File: src/verilog/srmc_pkg.sv
// constants and types for the static memory controller
package srmc_pkg;
  localparam int ADDR_W = 15;
  localparam int DATA_W = 8;
  localparam int CNT_W  = 4;
  localparam int DEPTH  = 32768;

  localparam int CLK_PERIOD_NS = 20;

  // memory timing figures in ns
  localparam int ADDR_ACCESS_NS             = 12;
  localparam int WRITE_PULSE_NS             = 8;
  localparam int SELECT_BEFORE_WRITE_END_NS = 9;
  localparam int ADDRESS_BEFORE_WRITE_END_NS = 9;
  localparam int DATA_BEFORE_WRITE_END_NS   = 6;
  localparam int GATE_OFF_TO_FLOAT_DELAY_NS = 6;
  localparam int DESELECT_TO_FLOAT_DELAY_NS = 6;

  // least times and the access time round up, the float delay rounds down, never below one
  localparam int ACC_RAW = (ADDR_ACCESS_NS + CLK_PERIOD_NS - 1)
                           / CLK_PERIOD_NS;
  localparam int ACC_CYC = (ACC_RAW < 1) ? 1 : ACC_RAW;
  localparam int WP_MAX_NS =
    (SELECT_BEFORE_WRITE_END_NS > ADDRESS_BEFORE_WRITE_END_NS) ?
    SELECT_BEFORE_WRITE_END_NS : ADDRESS_BEFORE_WRITE_END_NS;
  localparam int WP_ALL_NS = (WP_MAX_NS > WRITE_PULSE_NS) ?
                             WP_MAX_NS : WRITE_PULSE_NS;
  localparam int WP_RAW = (WP_ALL_NS + CLK_PERIOD_NS - 1) / CLK_PERIOD_NS;
  localparam int WP_CYC = (WP_RAW < 1) ? 1 : WP_RAW;
  localparam int DW_RAW = (DATA_BEFORE_WRITE_END_NS + CLK_PERIOD_NS - 1)
                          / CLK_PERIOD_NS;
  localparam int DW_CYC = (DW_RAW < 1) ? 1 : DW_RAW;
  localparam int FL_RAW = GATE_OFF_TO_FLOAT_DELAY_NS / CLK_PERIOD_NS;
  localparam int FL_CYC = (FL_RAW < 1) ? 1 : FL_RAW;
  localparam int SYNC_STAGES = 2;

  localparam logic [CNT_W-1:0] RD_CNT = CNT_W'(ACC_CYC + SYNC_STAGES);
  localparam logic [CNT_W-1:0] WR_CNT =
    CNT_W'((WP_CYC > DW_CYC) ? WP_CYC : DW_CYC);
  localparam logic [CNT_W-1:0] FL_CNT = CNT_W'(FL_CYC);

  typedef enum logic [6:0] {
    ST_IDLE  = 7'b000_0001,
    ST_ADDR  = 7'b000_0010,
    ST_WR    = 7'b000_0100,
    ST_WEND  = 7'b000_1000,
    ST_RD    = 7'b001_0000,
    ST_REND  = 7'b010_0000,
    ST_TURN  = 7'b100_0000
  } srmc_state_t;
endpackage

File: src/verilog/srmc_tmr_if.sv
// interface between the controller and its phase timer
`timescale 1ns/10ps
interface srmc_tmr_if;
  import srmc_pkg::*;
  logic             start;
  logic [CNT_W-1:0] count;
  logic             done;
  modport ctl (output start, output count, input done);
  modport tmr (input start, input count, output done);
endinterface

File: src/verilog/srmc_ctrl.sv
// host controller driving an asynchronous 32k x 8 static memory
`timescale 1ns/10ps
// Operation
// - write strobe stays high throughout every read cycle.
// - read holds chip select and output gate both low.
// - address is valid before chip select falls for a read.
// - address changes only while chip select is high.
// - chip select is low at least 9 ns before write end.
// - address is stable at least 9 ns before write end.
// - write data is stable at least 6 ns before write end.
module srmc_ctrl (
  input  wire logic                       clk_sys_i,
  input  wire logic                       sys_rst_i,
  input  wire logic                       req_valid_i,
  input  wire logic                       req_write_i,
  input  wire logic [srmc_pkg::ADDR_W-1:0] req_addr_i,
  input  wire logic [srmc_pkg::DATA_W-1:0] req_wdata_i,
  output logic                            req_ready_o,
  output logic                            rsp_valid_o,
  output logic [srmc_pkg::DATA_W-1:0]      rsp_rdata_o,
  output logic [srmc_pkg::ADDR_W-1:0]      mem_addr_o,
  output logic                            chip_select_n_o,
  output logic                            write_strobe_n_o,
  output logic                            output_gate_n_o,
  input  wire logic [srmc_pkg::DATA_W-1:0] shared_data_bus_i,
  output logic [srmc_pkg::DATA_W-1:0]      shared_data_bus_o,
  output logic                            shared_data_bus_oe_n_o
);
  import srmc_pkg::*;

  // one timer paces the write, read and turnaround phases; phases never overlap
  srmc_tmr_if tmr_if ();

  srmc_timer u_timer (
    .clk_sys_i (clk_sys_i),
    .sys_rst_i (sys_rst_i),
    .tmr       (tmr_if.tmr)
  );

  srmc_state_t       state_r;
  srmc_state_t       state_nxt;
  logic              wr_r;
  logic              wr_nxt;

  logic [ADDR_W-1:0] addr_r;
  logic [ADDR_W-1:0] addr_nxt;
  logic [DATA_W-1:0] wdata_r;
  logic [DATA_W-1:0] wdata_nxt;

  logic              cs_n_r;
  logic              cs_n_nxt;
  logic              we_n_r;
  logic              we_n_nxt;
  logic              oe_n_r;
  logic              oe_n_nxt;
  logic              drv_n_r;
  logic              drv_n_nxt;

  logic [DATA_W-1:0] rdata_r;
  logic [DATA_W-1:0] rdata_nxt;
  logic              rsp_r;
  logic              rsp_nxt;

  // the memory drives these pins with no regard to our clock
  logic [DATA_W-1:0] din_meta_r;
  logic [DATA_W-1:0] din_sync_r;

  // pin data passes two flops before it is read
  always_ff @(posedge clk_sys_i or posedge sys_rst_i) begin
    if (sys_rst_i) begin
      din_meta_r <= '0;
      din_sync_r <= '0;
    end else begin
      din_meta_r <= shared_data_bus_i;
      din_sync_r <= din_meta_r;
    end
  end

  always_comb begin
    state_nxt     = state_r;
    wr_nxt        = wr_r;
    addr_nxt      = addr_r;
    wdata_nxt     = wdata_r;
    cs_n_nxt      = cs_n_r;
    we_n_nxt      = we_n_r;
    oe_n_nxt      = oe_n_r;
    drv_n_nxt     = drv_n_r;
    rdata_nxt     = rdata_r;
    rsp_nxt       = 1'b0;
    tmr_if.start  = 1'b0;
    tmr_if.count  = '0;
    case (state_r)
      ST_IDLE: begin
        if (req_valid_i) begin
          // address moves only with all strobes high
          addr_nxt  = req_addr_i;
          wr_nxt    = req_write_i;
          wdata_nxt = req_wdata_i;
          state_nxt = ST_ADDR;
        end
      end

      ST_ADDR: begin
        // address has settled a full cycle before select falls
        cs_n_nxt = 1'b0;
        if (wr_r) begin
          we_n_nxt     = 1'b0;
          drv_n_nxt    = 1'b0;
          tmr_if.start = 1'b1;
          tmr_if.count = WR_CNT;
          state_nxt    = ST_WR;
        end else begin
          we_n_nxt     = 1'b1;
          oe_n_nxt     = 1'b0;
          drv_n_nxt    = 1'b1;
          tmr_if.start = 1'b1;
          tmr_if.count = RD_CNT;
          state_nxt    = ST_RD;
        end
      end

      ST_WR: begin
        if (tmr_if.done) begin
          // both strobes rise together; data and address still held
          we_n_nxt  = 1'b1;
          cs_n_nxt  = 1'b1;
          state_nxt = ST_WEND;
        end
      end

      ST_WEND: begin
        // data is held one cycle past the strobes for hold margin
        drv_n_nxt = 1'b1;
        state_nxt = ST_IDLE;
      end

      ST_RD: begin
        if (tmr_if.done) begin
          // the synchronised word was sampled two edges earlier
          rdata_nxt = din_sync_r;
          rsp_nxt   = 1'b1;
          cs_n_nxt  = 1'b1;
          oe_n_nxt  = 1'b1;
          state_nxt = ST_REND;
        end
      end

      ST_REND: begin
        // give the memory time to float before anyone drives
        tmr_if.start = 1'b1;
        tmr_if.count = FL_CNT;
        state_nxt    = ST_TURN;
      end

      ST_TURN: begin
        // new requests wait until the turnaround has passed
        if (tmr_if.done) begin
          state_nxt = ST_IDLE;
        end
      end

      default: begin
        // an illegal code parks every pin at its idle level
        state_nxt = ST_IDLE;
        cs_n_nxt  = 1'b1;
        we_n_nxt  = 1'b1;
        oe_n_nxt  = 1'b1;
        drv_n_nxt = 1'b1;
      end
    endcase
  end

  always_ff @(posedge clk_sys_i or posedge sys_rst_i) begin
    if (sys_rst_i) begin
      // every strobe high and the bus released while in reset
      state_r <= ST_IDLE;
      wr_r    <= 1'b0;
      addr_r  <= '0;
      wdata_r <= '0;
      cs_n_r  <= 1'b1;
      we_n_r  <= 1'b1;
      oe_n_r  <= 1'b1;
      drv_n_r <= 1'b1;
      rdata_r <= '0;
      rsp_r   <= 1'b0;
    end else begin
      state_r <= state_nxt;
      wr_r    <= wr_nxt;
      addr_r  <= addr_nxt;
      wdata_r <= wdata_nxt;
      cs_n_r  <= cs_n_nxt;
      we_n_r  <= we_n_nxt;
      oe_n_r  <= oe_n_nxt;
      drv_n_r <= drv_n_nxt;
      rdata_r <= rdata_nxt;
      rsp_r   <= rsp_nxt;
    end
  end

  // pins come straight from registers so no glitch reaches the memory
  assign req_ready_o            = (state_r == ST_IDLE);
  assign rsp_valid_o            = rsp_r;
  assign rsp_rdata_o            = rdata_r;
  assign mem_addr_o             = addr_r;
  assign chip_select_n_o        = cs_n_r;
  assign write_strobe_n_o       = we_n_r;
  assign output_gate_n_o        = oe_n_r;
  assign shared_data_bus_o      = wdata_r;
  assign shared_data_bus_oe_n_o = drv_n_r;
endmodule

File: src/verilog/srmc_timer.sv
// phase timer: holds a state for a loaded number of cycles
`timescale 1ns/10ps
module srmc_timer (
  input  wire logic  clk_sys_i,
  input  wire logic  sys_rst_i,
  srmc_tmr_if.tmr    tmr
);
  import srmc_pkg::*;
  logic [CNT_W-1:0] cnt_r;
  logic [CNT_W-1:0] cnt_nxt;

  always_comb begin
    cnt_nxt = cnt_r;
    if (tmr.start) begin
      cnt_nxt = tmr.count;
    end else if (cnt_r != '0) begin
      cnt_nxt = cnt_r - CNT_W'(1);
    end
  end

  always_ff @(posedge clk_sys_i or posedge sys_rst_i) begin
    if (sys_rst_i) begin
      cnt_r <= '0;
    end else begin
      cnt_r <= cnt_nxt;
    end
  end

  // high in the last cycle of a timed phase
  assign tmr.done = (cnt_r == CNT_W'(1));
endmodule

File: config.mk
export PLATFORM = sky130hd
export DESIGN_NAME = srmc_ctrl
export DESIGN_NICKNAME = d
export VERILOG_FILES = /design/src/verilog/srmc_pkg.sv /design/src/verilog/srmc_tmr_if.sv /design/src/verilog/srmc_ctrl.sv /design/src/verilog/srmc_timer.sv
export SDC_FILE = /design/constraint.sdc
export NUM_CORES = 1
export LEC_CHECK = 0
export BUFFER_PORTS_ARGS = -buffer_cell sky130_fd_sc_hd__buf_2
export CELL_PAD_IN_SITES_DETAIL_PLACEMENT = 1
export CELL_PAD_IN_SITES_GLOBAL_PLACEMENT = 2
export CORE_MARGIN = 2
export CORE_UTILIZATION = 34
export DETAILED_ROUTE_END_ITERATION = 12
export GPL_TIMING_DRIVEN = 1
export MAX_ROUTING_LAYER = met4
export PLACE_DENSITY_LB_ADDON = 0.1
export SLEW_MARGIN = 20
export SYNTH_ARGS = -nofsm -noshare
export SYNTH_HDL_FRONTEND = slang
export SYNTH_SLANG_ARGS = --single-unit
File: constraint.sdc
create_clock -name clk_sys_i -period 2.2 [get_ports clk_sys_i]
set_input_delay 0.44 -clock clk_sys_i [delete_from_list [all_inputs] [get_ports clk_sys_i]]
set_output_delay 0.44 -clock clk_sys_i [all_outputs]
set_load 0.05 [all_outputs]
; ---- After elaboration in Yosys (flattened, before gate mapping)
; Cells that the tools add are included.
[op_classes]
n_addsub = 1
n_eq_ne = 14
muxes = 20
n_bitwise = 3
reduce_logical = 14
[op_table]
columns = cell, n
row1 = $pmux 7 s6, 1
row2 = $mux 7, 4
row3 = $reduce_or 5->1, 3
row4 = $ne 2x2->1 const B, 5
row5 = $pmux 1 s3, 3
row6 = $mux 4, 2
row7 = $reduce_and 2->1, 4
row8 = $eq 7x1->1 const B, 1
row9 = $eq 7x2->1 const B, 1
row10 = $eq 7x3->1 const B, 1
row11 = $eq 7x4->1 const B, 1
row12 = $eq 7x5->1 const B, 1
row13 = $eq 7x6->1 const B, 1
row14 = $eq 7x7->1 const B, 1
row15 = $mux 1, 6
row16 = $mux 5, 1
row17 = $eq 4x1->1 const B, 1
row18 = $pmux 2 s2, 1
row19 = $reduce_and 4->1, 1
row20 = $reduce_bool 4->1, 1
row21 = $reduce_or 2->1, 2
row22 = $reduce_or 4->1, 1
row23 = $sub 4x1->4 const B, 1
row24 = $not 1->1, 3
row25 = 5 further kinds, 5
[word_totals]
ff_bits = 64
input_bits = 35
out_inout_bits = 37

; ---- Depth between registers and ports, before layout
; Gate-level depths: netlist (run 1).
[logic_depth]
ltp_word = 4
mapped_depth = 7

; ---- Hierarchy
; A second synthesis (run 1) with hierarchy kept.
[hier_totals]
hier_cells = 198
area_unflattened_um2 = 2712.6
[modules_own_cells]
columns = mod, instances, cells_per_inst, area_each_um2
row1 = srmc_ctrl, 1, 172, 2446.1
row2 = srmc_timer, 1, 26, 266.5

; ---- Worst setup path after synthesis (run 1)
; Ideal clock, no wire load.
[synth_timing]
kind = register to register
start = register state_r[1]
end = register addr_r[10], in the netlist mem_addr_o[10]
arrival_time_ns = 1.805
required_ns = 2.075
path_slack_ns = 0.270
path_stages_with_launch = 7
n_path_buf = 2
path_cell_list = dfrtp_1 -> buf_6 -> or3_4 -> nor2_4 -> nand2_4 -> buf_6 -> mux2_4
[synth_via]
elab_chain_len = 2
[synth_rtl]
columns = item, line
row1 = start: declaration, srmc_ctrl.sv:40  ; srmc_state_t state_r;
row2 = start signal: assignment, srmc_ctrl.sv:187  ; state_r <= state_nxt;
row3 = $eq 7x1->1, -
row4 = via req_ready_o, srmc_ctrl.sv:18  ; output logic req_ready_o,
row5 = $reduce_and 2->1 (no line), -
row6 = end signal: assignment, srmc_ctrl.sv:189  ; addr_r <= addr_nxt;
row7 = end: declaration, srmc_ctrl.sv:45  ; logic [ADDR_W-1:0] addr_r;
; The timed path passes the listed nets, and every way through them passes these cells.
; A chain may end at the register's enable or synchronous reset.

; ---- Worst setup path in the final report (run 1)
[layout_timing]
start = register state_r[1]
end = output req_ready_o
[layout_via]
elab_chain_len = 1
[layout_rtl]
columns = item, line
row1 = $eq 7x1->1, srmc_ctrl.sv:201  ; assign req_ready_o = (state_r == ST_IDLE);
row2 = end: declaration, srmc_ctrl.sv:18
; No other way between the ends.

==> impl_metrics.ini, run 1 <==
[sta]
drv_slew = 0
fmax_mhz = 484
hold_viol = 0
rsz0062_at_grt = false
skew_ns = 0.00819
fin_crit_sh_pct = 94.0
tightest_slew_ns = 0.459
setup_viol = 0
final.setup.tns_ns = 0
slew-limit-headroom_pct = 69.4
min_period_ns = 2.07

[logic_synthesis]
synth_area_um2 = 2610
synthDistinctLibCells = 37
synth_warnings = 0
post_synth_inst_count = 190
ys_ff_latch = 64
syn_area_per_cell_um2 = 13.7
synth_fp_nets = 228
synth_top_area_share_pct = 56.5
synth-seq-area-share_pct = 61.6
synth_top_area_cell = dfrtp_1
synth_top_cells_by_area = dfrtp_1 (57%), mux2_4 (11%), mux2_2 (5.6%), dfstp_2 (5.0%), o21ai_0 (1.7%)

[route]
wl_mm = 5.59
ant_nets = 0
avgRoutedWirePerCell_um = 14.9
drc = 0
vias = 1696
first_pass_iters = 4
drt_iter0_markers = 51
via_per_inst = 4.53

[finish]
finalInstanceArea_um2 = 3350
antennaDiodeCount = 0
drive_above_1_share_pct = 49.8
areaGrowthSynthToFinish_pct = 28.2
fin_nets = 308
fillers = 798

[floorplanning]
boundaryPins = 72
start_util_pct = 35.6
row_count = 31
core_um2 = 7330
die_area_um2 = 8400
die_w_um = 91.6
fp.dieH_um = 91.6

[worst_setup_path]
rrSetupSlack_ns = 0.33
crit_family = simple AND/OR/NAND/NOR gates
reg2regPathDepth = 4
crit_slowest_cell = dfrtp_1
slowest_delay_ns = 0.48
critPathMaxFanout = 9
r2r-start = state_r[1]$_DFFE_PP0P_
timing.critical_path.buf_inv = 1
arrival_ns = 1.63
required_ns = 1.76
path_cells = or3_4 > nor2_4 > buf_4
start_kind = flip-flop
critical_path_class = flip-flop to output pin
rr_endpoint = shared_data_bus_o[7]$_DFFE_PP0P_
end_kind = output pin

[global_routing]
grt_pass1_vias = 1853
met1_usage_pct = 17.9
top_usage_layer = met2
gr-total-overflow = 0
grt_use_met3_pct = 4.35
grt_antenna_before_repair = 0
track_usage_pct = 14.8
grt_pass1_wl_mm = 9.20
use_met2_pct = 23.6
grt_max_degree = 65

[cts]
clockBufferDepth = 2
cts_hold_buf = 0
cts.sinks = 64
tritoncts = yes
clk_pin_slew_ns = 0.07
h-tree-depth = 3
root_buffer = clkbuf_8
cts_setup_buffers = 0
cts_made_buffers = 9
clk_latency_ns = 0.33

[power]
p_total_uw = 6130
p_seq_share_pct = 31.1
p_sw_share_pct = 44.1
combinationalPowerShare_pct = 48.4
p_leak_uw = 0.00170
clock_power_share_pct = 20.5
p_per_area_nw_per_um2 = 1830
switching_power_uw = 2700
p_int_uw = 3430
ir_worst_vdd_mv = 0.802

[placed_design]
io_buffers = 71
place_congestion = 0.736
dpl_cell_area_um2 = 3090
place_hpwl_mm = 3.92

[hold_path]
min_path_type = input pin to asynchronous set/reset pin

[flow_run]
cap_violations = 0

[status]
status = finished, final reports clean
Yosys cell counts (all sizes together):
library cell	instances
and2	2
a21oi	5
o21a	2
nor3	6
xor2	3
dfstp	5
a31oi	1
or2	1
mux2	32
clkbuf	1
xnor2	2
buf	6
o2bb2ai	1
nand2	11
nand4b	1
and3	1
o22ai	2
ha	3
a211oi	1
nor4b	1
nor2b	2
inv	7
o2111ai	1
or3	2
o21ai	9
dfrtp	59
nand2b	3
o211ai	1
nand3b	1
nor2	14
nand3	3
o32ai	1
per-layer routing:
layer | routed length, µm | share of wire (%)
met4 | 34 | 0.61
met5 | 0 | 0
met3 | 235 | 4.2
met2 | 2850 | 51
met1 | 2470 | 44
metrics by stage:
step                      instances  hold WS [ns]  setup WS [ns]  utilization, %
after floorplan                 190         0.331          0.170               -
after global placement          358         0.332          0.315            42.1
after detailed placement        358         0.336          0.279            42.1
after CTS                       374         0.167         0.0570            45.6
after global routing            374         0.183         0.0256            45.7
final                           374         0.155          0.132            45.7
kinds of logic (layout without fill, tap and decap cells):
group / count (synthesis) / after routing / share of synthesized area [%]
AND/OR/NAND/NOR: 48 / 48 / 10.2
adder cells (fa/ha/maj): 3 / 3 / 1.44
XOR/XNOR: 5 / 5 / 1.68
flip-flops: 64 / 64 / 61.6
buffers and inverters: 14 / 99 / 3.02
multiplexers: 32 / 32 / 16.5
AO/OA/AOI/OAI: 24 / 24 / 5.56
sequential cells by signal, indices dropped and copies added, names as in the netlist:
| register | flops |
|---|---|
| mem_addr_o | 15 |
| din_meta_r | 8 |
| din_sync_r | 8 |
| rsp_rdata_o | 8 |
| shared_data_bus_o | 8 |
| state_r | 7 |
| u_timer.cnt_r | 4 |
| chip_select_n_o | 1 |
| output_gate_n_o | 1 |
| rsp_valid_o | 1 |
| shared_data_bus_oe_n_o | 1 |
| wr_r | 1 |
| write_strobe_n_o | 1 |
power by group through the flow:
stage               logic (µW)  clock network (µW)  registers, µW
floorplan                 1300                   0           2980
global placement          2960                   0           1920
detailed placement        2990                   0           1920
CTS                       3020                1290           1910
global route              3170                1350           1970
finish                    2970                1260           1910
cells in the final DEF (no fill, tap or decap), types with 2 or more instances in the layout:
cell / netlist / routed
xor2_1: 3 / 3
o22ai_1: 2 / 2
o21ai_0: 9 / 9
ha_1: 3 / 3
dfrtp_1: 59 / 59
nor2b_1: 2 / 2
nand3_1: 3 / 3
bufinv_16: 0 / 3
dfstp_2: 5 / 5
mux2_4: 19 / 19
mux2_2: 13 / 13
clkbuf_8: 0 / 10
nor2_1: 12 / 12
xnor2_1: 2 / 2
and2_1: 2 / 2
nand2b_1: 3 / 3
clkinvlp_4: 0 / 2
inv_1: 7 / 6
nor3_1: 6 / 5
buf_4: 0 / 5
nor2_4: 2 / 2
nand2_1: 10 / 10
o21a_1: 2 / 2
buf_2: 3 / 70
a21oi_1: 5 / 5
worst max-delay path by stage:
stage / from / end / cells after the start
final: state_r[1]$_DFFE_PP0P_ / req_ready_o / 3
after global placement: state_r[5]$_DFFE_PP0P_ / mem_addr_o[6]$_DFFE_PP0P_ / 5
after CTS: state_r[5]$_DFFE_PP0P_ / req_ready_o / 4
after global routing: state_r[5]$_DFFE_PP0P_ / req_ready_o / 4
after floorplan: sys_rst_i / din_meta_r[0]$_DFF_PP0_ / 1
after detailed placement: state_r[5]$_DFFE_PP0P_ / mem_addr_o[6]$_DFFE_PP0P_ / 5
repair_timing:
item	4_1_cts	5_1_grt
endpoints found under the setup margin	1	1
gates resized for setup	1	1
hold endpoints to repair	0	0
worst reg2reg max path: stages (launching register included):
cell and delay (ns):
dfrtp_1 0.48, or3_4 0.45, nor2_4 0.15, nand2_4 0.27, mux2_4 0.40
final cells by class:
cell class / instances / area [µm²] / share of cell area [%]
Sequential cell: 64 / 1610 / 48.0
Multi-Input combinational cell: 112 / 930 / 27.8
Timing Repair Buffer: 76 / 408 / 12.2
Clock buffer: 10 / 138 / 4.11
Tap cell: 99 / 124 / 3.70
Clock inverter: 6 / 114 / 3.40
Inverter: 7 / 26.3 / 0.785
Power figures use the tool's default switching activity.
==> run 2: changes to the inputs <==
--- a/config.mk
+++ b/config.mk
@@ -9,7 +9,8 @@
 export CELL_PAD_IN_SITES_DETAIL_PLACEMENT = 1
 export CELL_PAD_IN_SITES_GLOBAL_PLACEMENT = 2
 export CORE_MARGIN = 2
-export CORE_UTILIZATION = 34
+export CORE_UTILIZATION = 36
+export CTS_BUF_LIST = sky130_fd_sc_hd__clkbuf_4 sky130_fd_sc_hd__clkbuf_8
 export DETAILED_ROUTE_END_ITERATION = 12
 export GPL_TIMING_DRIVEN = 1
 export MAX_ROUTING_LAYER = met4
==> constraint.sdc (replaced) <==
create_clock -name clk_sys_i -period 2.1 [get_ports clk_sys_i]
set_input_delay 0.42 -clock clk_sys_i [delete_from_list [all_inputs] [get_ports clk_sys_i]]
set_output_delay 0.42 -clock clk_sys_i [all_outputs]
set_load 0.05 [all_outputs]
==> impl_metrics.ini, run 2 (synthesis gave the netlist of run 1 again) <==
[status]
status = finished, final reports clean

[sta]
rsz0062_at_grt = false
slew-limit-headroom_pct = 70.2
setup_viol = 0
skew_ns = 0.00540
final.setup.tns_ns = 0
fin_crit_sh_pct = 94.5
fmax_mhz = 504
tightest_slew_ns = 0.447
hold_ws_ns = 0.0358
drv_slew = 0
hold_viol = 0
min_period_ns = 1.99

[route]
avgRoutedWirePerCell_um = 14.4
route.met3.wl_um = 251
wl_met2_mm = 2.72
wl_met1_mm = 2.43
drc = 0
vias = 1733
top_layer = met4
ant_nets = 0
via_per_inst = 4.57
wl_mm = 5.47
first_pass_iters = 4
drt_iter0_markers = 52

[worst_setup_path]
start_kind = flip-flop
required_ns = 1.68
r2r-start = state_r[4]$_DFFE_PP0P_
path_cells = nor3_2 > nand2_1 > nor2_4 > buf_4
arrival_ns = 1.57
reg2regPathDepth = 5
end_kind = output pin
slowest_delay_ns = 0.45
critPathLaunch = state_r[4]$_DFFE_PP0P_
rr_endpoint = mem_addr_o[4]$_DFFE_PP0P_
critPathMaxFanout = 6
critical_path_class = flip-flop to output pin
rrSetupSlack_ns = 0.30
crit_slowest_cell = dfrtp_1

[cts]
root_buffer = clkbuf_8
clk_pin_slew_ns = 0.07
cts_made_buffers = 9
clk_latency_ns = 0.33
cts_setup_buffers = 0
cts_hold_buf = 0
cts.sinks = 64
clockBufferDepth = 2
tritoncts = yes
h-tree-depth = 3

[finish]
antennaDiodeCount = 0
drive_above_1_share_pct = 50.7
fin_util_pct = 47.1
seqCellArea_um2 = 1610
areaGrowthSynthToFinish_pct = 28.7
fin_nets = 313
multiInputGateArea_um2 = 930
largest_register_ffs = 15
mostFrequentLayoutCells = buf_2 (70), dfrtp_1 (59), mux2_4 (19)
final_common_cell = buf_2
fillers = 801

[power]
ir_worst_vdd_mv = 0.990
p_leak_uw = 0.00172
p_total_uw = 6330
p_per_area_nw_per_um2 = 1880

[placed_design]
place_congestion = 0.783
place_hpwl_mm = 3.94
io_buffers = 71

[hold_path]
min_path_type = input pin to asynchronous set/reset pin

[floorplanning]
boundaryPins = 72
die_area_um2 = 7950
fp.dieH_um = 89.2
start_util_pct = 36.6
row_count = 31
core_um2 = 7140
die_w_um = 89.2

[global_routing]
grt_max_degree = 31
grt_antenna_before_repair = 0
track_usage_pct = 15.6
gr-total-overflow = 0
grt_pass1_wl_mm = 8.90
grt_pass1_vias = 1785

[flow_run]
cap_violations = 0
[run 2: cell count changes in the layout (fill, tap and decap cells not counted), sizes merged]
| cell | change |
|---|---|
| bufinv | -1 |
| buf | +5 |
| inv | +1 |
| clkbuf | -1 |
| clkinv | +3 |
| clkinvlp | -2 |
[run 2: report_power, final]
part | total, µW | internal [µW] | switching [µW] | leakage [µW]
registers | 1990 | 1700 | 286 | 0.000776
clock network | 1190 | 682 | 505 | 0.000114
logic | 3150 | 1090 | 2060 | 0.000828
[run 2: critical path: cells and delay by family (launching register included)]
family,cells,cell delay [ns]
flip-flops,1,0.45
AND/OR/NAND/NOR,3,0.58
buffers and inverters,1,0.21
[run 2: timing repair]
item | CTS | global route
resized for setup | 1 | 1
endpoints found under the setup margin | 1 | 1
cloned | 0 | 0
[run 2: area by class of cell]
class                   instances  area share, %
clock buffers                   9           3.69
repair buffers                 81           13.3
inverters                       7          0.782
multi-input cells             112           27.7
flip-flops and latches         64           47.8
well taps                      99           3.69
clock inverters                 7           3.09
[run 2: metal layers]
metal  GRT usage, %  vias up
li1               -      823
met5              -        -
met4           6.11        0
met1           20.4      860
met3           4.25        7
met2           23.2       43
[run 2: worst max path at each step]
stage / to / slack [ns] / cells past startpoint
after floorplan: din_meta_r[0]$_DFF_PP0_ / 0.09 / 1
after global placement: mem_addr_o[7]$_DFFE_PP0P_ / 0.26 / 5
after detailed placement: mem_addr_o[0]$_DFFE_PP0P_ / 0.24 / 5
after CTS: req_ready_o / 0.03 / 4
after global routing: req_ready_o / 0.04 / 4
final: req_ready_o / 0.11 / 4
[run 2: metrics by stage]
| stage | cells | setup slack, ns | cell area, µm² |
|---|---|---|---|
| floorplan | 190 | 0.0902 | 2610 |
| global placement | 363 | 0.257 | 3130 |
| detailed placement | 363 | 0.241 | 3130 |
| CTS | 379 | 0.0299 | 3360 |
| global route | 379 | 0.0393 | 3360 |
| finish | 379 | 0.115 | 3360 |
